File: src/inc/lin_col_regs.vh
// Purpose: constants for the LIN transmit collision detector.
// Assumes: plain Verilog-2005, included by bare name.
// Notes: error-mode codes are two-bit field values.
`ifndef LIN_COL_REGS_VH
`define LIN_COL_REGS_VH
`define BERR_MODE_OFF 2'b00
`define BERR_MODE_A 2'b01
`define BERR_MODE_B 2'b10
`define BAUD_DIV_RST 16'h0010
`define SAMPLE_POINT_RST 16'h0008
`define FIFO_DEPTH_DEF 16
`define FIFO_AW_DEF 4
`endif

File: src/rtl/lin_tx_collision_detect.v
// Purpose: LIN transmitter with bit-error (collision) detection.
// Assumes: 25 MHz clk, rx pin asynchronous, software sets baud divider.
// Notes: frames are 8N1, LSB first; FIFO holds 16 pending bytes.
`timescale 1ns/1ps
`default_nettype none
`include "lin_col_regs.vh"
module lin_tx_collision_detect #(
   parameter DEPTH = `FIFO_DEPTH_DEF,
   parameter AW = `FIFO_AW_DEF
) (
   input wire clk,
   input wire rst_b,
   input wire [1:0] bit_error_mode_sel,
   input wire tx_polarity_invert,
   input wire rx_polarity_invert,
   input wire [15:0] baud_div,
   input wire [15:0] sample_point,
   input wire bit_error_flag_clr,
   input wire tx_valid,
   output reg tx_ready,
   input wire [7:0] tx_data,
   input wire tdre_clr,
   input wire tc_clr,
   input wire rx_pin,
   output reg tx_pin,
   output reg bit_error_flag,
   output reg tx_empty_flag,
   output reg tx_complete_flag,
   output reg tx_active
);
   // ----------------------------------------------------------------
   // States
   // ----------------------------------------------------------------
   localparam [2:0] S_IDLE = 3'b001;
   localparam [2:0] S_SEND = 3'b010;
   localparam [2:0] S_RECV = 3'b100;

   reg [2:0] st_q;
   reg [2:0] st_d;
   reg [15:0] tick_q;
   reg [3:0] bit_q;
   reg [9:0] shift_q;
   reg forced_q;
   reg rx_s1_q;
   reg rx_s2_q;
   reg rx_s3_q;
   reg rx_lvl_q;
   wire fifo_ready;
   wire fifo_valid;
   wire [7:0] fifo_data;
   wire fifo_pop;
   wire chk_en;
   wire bit_end;
   wire sample;
   wire mismatch;
   wire sent_bit;

   // ----------------------------------------------------------------
   // Buffer
   // ----------------------------------------------------------------
   tx_fifo #(.WIDTH(8), .DEPTH(DEPTH), .AW(AW)) u_fifo (
      .clk(clk),
      .rst_b(rst_b),
      .flush(mismatch),
      .in_valid(tx_valid),
      .in_ready(fifo_ready),
      .in_data(tx_data),
      .out_valid(fifo_valid),
      .out_ready(fifo_pop),
      .out_data(fifo_data)
   );

   // ----------------------------------------------------------------
   // Receive path
   // ----------------------------------------------------------------
   // The filtered level changes only when the 2nd and 3rd stages agree.
   always @(posedge clk) begin
      if (!rst_b) begin
         rx_s1_q <= 1'b1;
         rx_s2_q <= 1'b1;
         rx_s3_q <= 1'b1;
         rx_lvl_q <= 1'b1;
      end else begin
         rx_s1_q <= rx_pin;
         rx_s2_q <= rx_s1_q;
         rx_s3_q <= rx_s2_q;
         if (rx_s2_q == rx_s3_q) begin
            rx_lvl_q <= rx_s3_q ^ rx_polarity_invert;
         end
      end
   end

   // ----------------------------------------------------------------
   // Checking
   // ----------------------------------------------------------------
   assign chk_en = (bit_error_mode_sel == `BERR_MODE_A) ||
                   (bit_error_mode_sel == `BERR_MODE_B);
   assign bit_end = (tick_q == baud_div);
   assign sample = (tick_q == sample_point);
   assign sent_bit = shift_q[0];
   // Comparison is on logical data, so both polarities must match.
   assign mismatch = chk_en && (st_q == S_SEND) && sample &&
                     !forced_q && (sent_bit != rx_lvl_q);
   // Popping is blocked while the error flag stands.
   assign fifo_pop = (st_q == S_IDLE) && fifo_valid && !bit_error_flag;

   always @* begin
      st_d = st_q;
      case (st_q)
         S_IDLE: begin
            if (fifo_pop) begin
               st_d = S_SEND;
            end
         end
         S_SEND: begin
            if (mismatch) begin
               st_d = S_RECV;
            end else if (bit_end && bit_q == 4'h9) begin
               st_d = S_IDLE;
            end
         end
         S_RECV: begin
            if (bit_end) begin
               st_d = S_IDLE;
            end
         end
         default: begin
            st_d = S_IDLE;
         end
      endcase
   end

   // ----------------------------------------------------------------
   // Transmitter
   // ----------------------------------------------------------------
   always @(posedge clk) begin
      if (!rst_b) begin
         st_q <= S_IDLE;
         tick_q <= 16'h0000;
         bit_q <= 4'h0;
         shift_q <= 10'h3ff;
         forced_q <= 1'b0;
         tx_pin <= 1'b1;
         tx_active <= 1'b0;
         tx_ready <= 1'b0;
      end else begin
         st_q <= st_d;
         tx_ready <= fifo_ready;
         tx_active <= (st_d != S_IDLE);
         if (st_q == S_IDLE) begin
            tick_q <= 16'h0000;
            bit_q <= 4'h0;
            forced_q <= 1'b0;
            if (fifo_pop) begin
               shift_q <= {1'b1, fifo_data, 1'b0};
            end
         end else if (mismatch) begin
            // Recessive bit after a collision, held one full bit time.
            tick_q <= 16'h0000;
            forced_q <= 1'b1;
            shift_q <= 10'h3ff;
         end else if (bit_end) begin
            tick_q <= 16'h0000;
            bit_q <= bit_q + 4'h1;
            shift_q <= {1'b1, shift_q[9:1]};
         end else begin
            tick_q <= tick_q + 16'h0001;
         end
         if (st_d == S_IDLE) begin
            tx_pin <= ~tx_polarity_invert;
         end else if (mismatch) begin
            tx_pin <= ~tx_polarity_invert;
         end else if (st_q == S_IDLE) begin
            tx_pin <= tx_polarity_invert;
         end else if (bit_end) begin
            tx_pin <= shift_q[1] ^ tx_polarity_invert;
         end
      end
   end

   // ----------------------------------------------------------------
   // Status flags (set wins over clear)
   // ----------------------------------------------------------------
   always @(posedge clk) begin
      if (!rst_b) begin
         bit_error_flag <= 1'b0;
         tx_empty_flag <= 1'b1;
         tx_complete_flag <= 1'b1;
      end else begin
         if (mismatch) begin
            bit_error_flag <= 1'b1;
         end else if (!chk_en) begin
            bit_error_flag <= 1'b0;
         end else if (bit_error_flag_clr) begin
            bit_error_flag <= 1'b0;
         end
         if (mismatch || !fifo_valid) begin
            tx_empty_flag <= 1'b1;
         end else if (tdre_clr) begin
            tx_empty_flag <= 1'b0;
         end
         if (mismatch || (st_q == S_SEND && st_d == S_IDLE)) begin
            tx_complete_flag <= 1'b1;
         end else if (tc_clr || fifo_pop) begin
            tx_complete_flag <= 1'b0;
         end
      end
   end
endmodule // lin_tx_collision_detect
`default_nettype wire

File: src/rtl/tx_fifo.v
// Purpose: synchronous FIFO with valid/ready on both sides.
// Assumes: one clock, synchronous active-low reset.
// Notes: flush empties the FIFO in one cycle.
`timescale 1ns/1ps
`default_nettype none
module tx_fifo #(
   parameter WIDTH = 8,
   parameter DEPTH = 16,
   parameter AW = 4
) (
   input wire clk,
   input wire rst_b,
   input wire flush,
   input wire in_valid,
   output wire in_ready,
   input wire [WIDTH-1:0] in_data,
   output wire out_valid,
   input wire out_ready,
   output wire [WIDTH-1:0] out_data
);
   reg [WIDTH-1:0] mem [0:DEPTH-1];
   reg [AW-1:0] wr_q;
   reg [AW-1:0] rd_q;
   reg [AW:0] cnt_q;
   wire push;
   wire pop;
   assign in_ready = (cnt_q != DEPTH[AW:0]);
   assign out_valid = (cnt_q != {(AW+1){1'b0}});
   assign out_data = mem[rd_q];
   assign push = in_valid & in_ready;
   assign pop = out_valid & out_ready;
   always @(posedge clk) begin
      if (push) begin
         mem[wr_q] <= in_data;
      end
   end
   always @(posedge clk) begin
      if (!rst_b || flush) begin
         wr_q <= {AW{1'b0}};
         rd_q <= {AW{1'b0}};
         cnt_q <= {(AW+1){1'b0}};
      end else begin
         if (push) begin
            wr_q <= (wr_q == DEPTH[AW-1:0] - 1'b1) ? {AW{1'b0}} : wr_q + 1'b1;
         end
         if (pop) begin
            rd_q <= (rd_q == DEPTH[AW-1:0] - 1'b1) ? {AW{1'b0}} : rd_q + 1'b1;
         end
         if (push && !pop) begin
            cnt_q <= cnt_q + 1'b1;
         end else if (pop && !push) begin
            cnt_q <= cnt_q - 1'b1;
         end
      end
   end
endmodule // tx_fifo
`default_nettype wire
File: config.mk
export PLATFORM = sky130hd
export DESIGN_NAME = lin_tx_collision_detect
export DESIGN_NICKNAME = d
export VERILOG_FILES = /design/src/rtl/lin_tx_collision_detect.v /design/src/rtl/tx_fifo.v
export VERILOG_INCLUDE_DIRS = /design/src /design/src/inc
export SDC_FILE = /design/constraint.sdc
export NUM_CORES = 1
export LEC_CHECK = 0
export BUFFER_PORTS_ARGS = -buffer_cell sky130_fd_sc_hd__clkbuf_2
export CAP_MARGIN = 20
export CORE_ASPECT_RATIO = 1.5
export CORE_MARGIN = 2
export CORE_UTILIZATION = 45
export CTS_CLUSTER_SIZE = 20
export DETAILED_ROUTE_END_ITERATION = 12
export PLACE_DENSITY = 0.69
export SETUP_SLACK_MARGIN = 0.3
export SYNTH_ARGS = -nofsm -noshare
export SYNTH_HDL_FRONTEND = slang
export SYNTH_SLANG_ARGS = --single-unit
export TNS_END_PERCENT = 20
File: constraint.sdc
create_clock -name clk -period 3.6 [get_ports clk]
set_clock_uncertainty 0.1 [all_clocks]
set_input_delay 0.72 -clock clk [delete_from_list [all_inputs] [get_ports clk]]
set_output_delay 0.72 -clock clk [all_outputs]
set_load 0.01 [all_outputs]
# Word level (Yosys, flattened, before mapping)
# Memories as Yosys holds them, arrays and structs flattened. A register that Yosys moved wholly into a read port is not among the register bits.
# Cells that the tools add are included.
# Widths: inputs -> output; s select.
# totals
register_bits	57
latch_bits	0
ram_bits	128
rom_bits	0
inputBits	51
output_inout_bits	6
word_cells	104
memories	1
# op_classes
addsub	6
multipliers	0
n_div	0
n_lt_le_gt_ge	0
n_eq_ne	17
shifts	0
mux	24
bitwise	7
n_reduce_logical	31
# memory_table
name	depth	width	rd	rd_ports_with_merged_regs	write_ports	line	source
u_fifo.mem	16	8	1	1	1	tx_fifo.v:21	reg [WIDTH-1:0] mem [0:DEPTH-1];
# ops
cell	count
$mux 10	4
$eq 16x16->1	2
$add 16x1->16 const B	1
$mux 4	4
$add 4x1->4 const B	3
$eq 4x4->1 const B	3
$mux 3	4
$logic_and 1x1->1	10
$mux 5	2
$mux 1	9
$pmux 3 s3	1
$eq 3x1->1 const B	2
$logic_not 1->1	6
$reduce_or 2->1	3
$add 5x1->5 const B	1
$logic_or 1x1->1	5
$ne 5x5->1 const B	1
$reduce_bool 5->1	1
$sub 5x1->5 const B	1
$reduce_and 2->1	2
$reduce_bool 4->1	1
$reduce_or 4->1	1
$eq 3x2->1 const B	1
$eq 3x3->1 const B	1
12 further kinds	16

# Longest topological paths before layout
# depth
word_depth	12
mapped_depth	13
ltp_nobuf	13

# Cells and area by module
# A second synthesis with hierarchy kept.
# hier_totals
hier_cells	603
area_unflattened_um2	8265.4
# modules_own_cells
mod	n_inst	cells_each	area_each_um2	seq_area_each_um2
tx_fifo	1	313	5783.0	4184.0
lin_tx_collision_detect	1	290	2482.4	860.8

# Worst setup path before layout
# No wires, ideal clock.
# synth_path
path_kind	input-to-reg
start	in tx_valid
end	reg u_fifo.cnt_q[4]
setup_ns	0.117
t_arrival_ns	2.489
required_time_ns	3.383
path_slack_ns	0.894
path_stages	11
n_path_buf	1
cell_sequence	and2_1 -> clkbuf_1 -> ha_1 -> inv_1 -> fa_1 -> a21o_1 -> a21oi_1 -> xnor2_1 -> nor2_1 -> xnor2_1 -> nor2_1
# synth_via
elab_chain_len	4
word_cells_on_any_way	6
classes_between	mux (1); bitwise (1); reduce/logical (4)
# synth_rtl
element	line	source
start: declaration	lin_tx_collision_detect.v:19	input wire tx_valid,
$and 1x1->1 (*)	tx_fifo.v:30	assign push = in_valid & in_ready;
net u_fifo.push	tx_fifo.v:25	wire push;
$logic_not 1->1	tx_fifo.v:51	end else if (pop && !push) begin
$logic_and 1x1->1	tx_fifo.v:51	
$reduce_bool 2->1 (no source line)	--	
end signal: assignment	tx_fifo.v:41	cnt_q <= {(AW+1){1'b0}};
end signal: assignment	tx_fifo.v:50	cnt_q <= cnt_q + 1'b1;
end signal: assignment	tx_fifo.v:52	cnt_q <= cnt_q - 1'b1;
end: declaration	tx_fifo.v:24	reg [AW:0] cnt_q;
# The timed path passes the listed nets; every way through them passes the cells marked *.
# A chain may end at the register's enable or synchronous reset.

# Worst setup path in the final report
# layout_path
start	reg st_q[2]
end	reg u_fifo.cnt_q[4]
# layout_via
elab_chain_len	7
word_cells_on_any_way	15
classes_between	eq/ne (2); mux (1); bitwise (1); reduce/logical (11)
# layout_rtl
element	line	source
start: declaration	lin_tx_collision_detect.v:38	reg [2:0] st_q;
start signal: assignment	lin_tx_collision_detect.v:147	st_q <= st_d;
$eq 3x1->1	lin_tx_collision_detect.v:105	assign fifo_pop = (st_q == S_IDLE) && fifo_valid && !bit_error_flag;
$logic_and 1x1->1 (2 in a row)	lin_tx_collision_detect.v:105	
$and 1x1->1	tx_fifo.v:31	assign pop = out_valid & out_ready;
$logic_not 1->1	tx_fifo.v:49	if (push && !pop) begin
$logic_and 1x1->1	tx_fifo.v:49	
$mux 5 or $reduce_bool 2->1 (tied branches)	--	
# Several ways; a longest one is shown, not always the timed one.

==> impl_metrics.csv <==
group,metric,value,unit
floorplanning,ioPinCount,57,
clock_network,cts_max_level,4,
synthesis,synth_async_sr_flop_share,0,%
worst_setup_path,end_kind,"register",
global_routing,grt_pass1_wl,25.1,mm
place,hpwl,11.2,mm
hold_path,hold_depth,1,
routing,vias_per_cell,5.49,
routing,final_antenna_net_count,0,
hold_path,hold_path_class,"register to register",
floorplanning,dieArea,18800,sq um
synthesis,netlist_area,7950,sq um
synthesis,ys_top_cells_by_area,"edfxtp_1 (48%), dfxtp_1 (15%), mux4_2 (11%)",
synthesis,seq_area_frac_synth,63.4,%
routing,wl_per_cell,18.8,um
routing,vias,4559,
status,status,"complete, no violations",
clock_network,clockBufferDepth,2,
sta,fin_crit_sh,79.4,%
floorplanning,dieWidth,113,um
global_routing,grt_pass1_vias,4780,
clock_network,path_clk_slew,0.07,ns
global_routing,grt_antenna_before_repair,0,
final_layout,fin_cells,830,
final_layout,drive_gt1_share,23.7,%
global_routing,grt-ovfl-total,0,
final_layout,syn2layout_area_growth,14.2,%
place,dp_cells,798,
floorplanning,start_util,45.8,%
worst_setup_path,arrival,3.06,ns
final_layout,num-nets-final,668,
floorplanning,die_h,167,um
sta,max_freq,0.350,GHz
synthesis,yosys.area.top_type,"edfxtp_1",
clock_network,clk_latency,0.43,ns
worst_setup_path,worst_setup_path_start_kind,"register",
run,drv_cap,0,
pwr,ir_drop,0.315,mV
worst_setup_path,crit_chain,"nor2_1 > nand2_1 > nor3_2 > clkinv_1 > ha_1 > inv_1 > ha_1 > a21o_1 > a21oi_1 > xnor2_1 > nor2_1 > xnor2_1 > nor2_1",
routing,first_pass_iters,5,
sta,fin_ws,0.740,ns
final_layout,mostFrequentLayoutCell,"edfxtp_1",
sta,rsz0062_at_grt,"false",
sta,setup_violations,0,
worst_setup_path,crit_path_top_delay_cell,"dfxtp_1",
clock_network,clock_sinks,188,
sta,finalSetupTns,0,ns
clock_network,hold_buffers,0,
synthesis,synth_edf_count,128,
floorplanning,core,17300,sq um
routing,finalWirelength,15.6,mm
worst_setup_path,worstRegToRegCells,13,
clock_network,cts_tree,"done",
clock_network,root_buffer,"clkbuf_16",
place,gp_congestion,0.812,
sta,min_period,2.86,ns
floorplanning,num_rows,59,
synthesis,syn_nets,610,
final_layout,antenna_cells,0,
global_routing,grt_util_all_layers,17.4,%
synthesis,synth.top_cell.area_share,48.3,%
final_layout,final_cell_mix,"edfxtp_1 (128), nor2_1 (64), dfxtp_1 (59)",
pwr,cellLeakagePower,3.15,nW
worst_setup_path,critPathKind,"register to register",
clock_network,cts_setup_buffers,0,
final_layout,fin_util,52.4,%
synthesis,yosysUniqueCellTypes,56,
synthesis,synthFlopType,"edfxtp_1",
place,io_buffers,56,
final_layout,n_fill_cell,1426,
routing,drcViolationCount,0,
synthesis,ys_ff_latch,188,
clock_network,cts_made_buffers,17,
worst_setup_path,crit_top_cell,"nor2_1",
worst_setup_path,cp.required,3.80,ns
pwr,p_per_area,658,nW/um^2
synthesis,syn_inst,546,
sta,slew_viol_final,0,
worst_setup_path,slowest_delay,0.33,ns
sta,hold_viol,0,
global_routing,grt_max_degree,33,
synthesis,syn_avg_cell_area,14.6,sq um
clock_network,cts_resized,0,
sta,slew_headroom,42.3,%
worst_setup_path,crit_fanout,10,
synthesis,yosys_warnings,0,
place,post-place-ws,0.713,ns
sta,tightest_slew,0.862,ns
routing,drtIter0Drc,334,
[metrics by stage]
| stage | power [W] | hold WS (ns) | cell area (sq um) |
|---|---|---|---|
| finish | 0.00597 | 0.309 | 9080 |
| global route | 0.00629 | 0.336 | 9080 |
| CTS | 0.00603 | 0.315 | 9080 |
| detailed placement | 0.00406 | 0.303 | 8460 |
| global placement | 0.00399 | 0.289 | 8460 |
| floorplan | 0.00369 | 0.286 | 7950 |
[layout make-up]
class	instances	area, sq um	area share [%]
Clock buffer	17	425	4.68
Multi-Input combinational cell	319	2740	30.1
Timing Repair Buffer	65	360	3.97
Clock inverter	15	200	2.20
Sequential cell	188	5050	55.5
Inverter	13	48.8	0.537
Tap cell	213	267	2.93
[where the power goes]
part / internal, W / switching, W / leakage, nW / total, W
Combinational: 0.000677 / 0.000743 / 1.20 / 0.00142
Clock: 0.00112 / 0.000847 / 0.301 / 0.00197
Sequential: 0.00247 / 0.000115 / 1.65 / 0.00259
[state kept, by name (all words and copies together) (netlist names), named ones only]
name              flops
u_fifo.mem          128
bit_q                 4
rx_lvl_q              1
tx_complete_flag      1
rx_s1_q               1
tx_active             1
tx_ready              1
shift_q               9
u_fifo.wr_q           4
tx_empty_flag         1
tick_q               16
bit_error_flag        1
st_q                  3
u_fifo.cnt_q          5
rx_s2_q               1
forced_q              1
u_fifo.rd_q           4
rx_s3_q               1
tx_pin                1
[cell usage after synthesis, types with 3 or more instances]
master and number:
edfxtp_1 128, mux2i_1 7, nand3b_1 3, nand4_1 8, buf_2 7, xnor2_1 28, xor2_1 32, and2_1 4
ha_1 12, a21o_1 3, inv_1 12, nand2b_1 6, nand2_1 26, nor4_1 4, nor2_1 64, nor3_1 9
o21ai_0 3, o211ai_1 3, buf_1 4, dfxtp_1 60, and3_1 5, clkbuf_1 12, nand3_1 11, a21oi_1 18
mux4_2 40
[routing by layer]
layer	share of wire (%)	global-route usage [%]	vias to the layer above
li1	-	-	2141
met1	37	19.3	2258
met2	56	32.1	138
met3	4.6	4.04	22
met4	2.4	6.63	0
met5	0	0	-
[final timing paths]
kind | start | to | slack [ns]
hold / removal | rx_s1_q | rx_s2_q | 0.31
hold reg to reg | rx_s1_q | rx_s2_q | 0.31
setup / recovery | st_q[2] | u_fifo.cnt_q[4] | 0.74
setup reg to reg | st_q[2] | u_fifo.cnt_q[4] | 0.74
[critical path: cells and delay by family (launching register included)]
kind / cells / cell delay, ns
and+or+nand+nor: 5 / 0.85
adders and majority gates: 2 / 0.53
AOI/OAI and AO/OA: 2 / 0.35
DFF: 1 / 0.33
buffers and inverters: 2 / 0.29
xor gates and xnor gates: 2 / 0.27
[logic make-up after synthesis]
logic type                 synth area share, %
and+or+nand+nor                           9.71
AOI/OAI and AO/OA                         3.76
muxes                                     12.2
xor gates and xnor gates                  6.61
adders and majority gates                 2.14
DFF                                       63.4
buffers and inverters                     2.14
No activity file was read; power rests on OpenSTA's default activity.
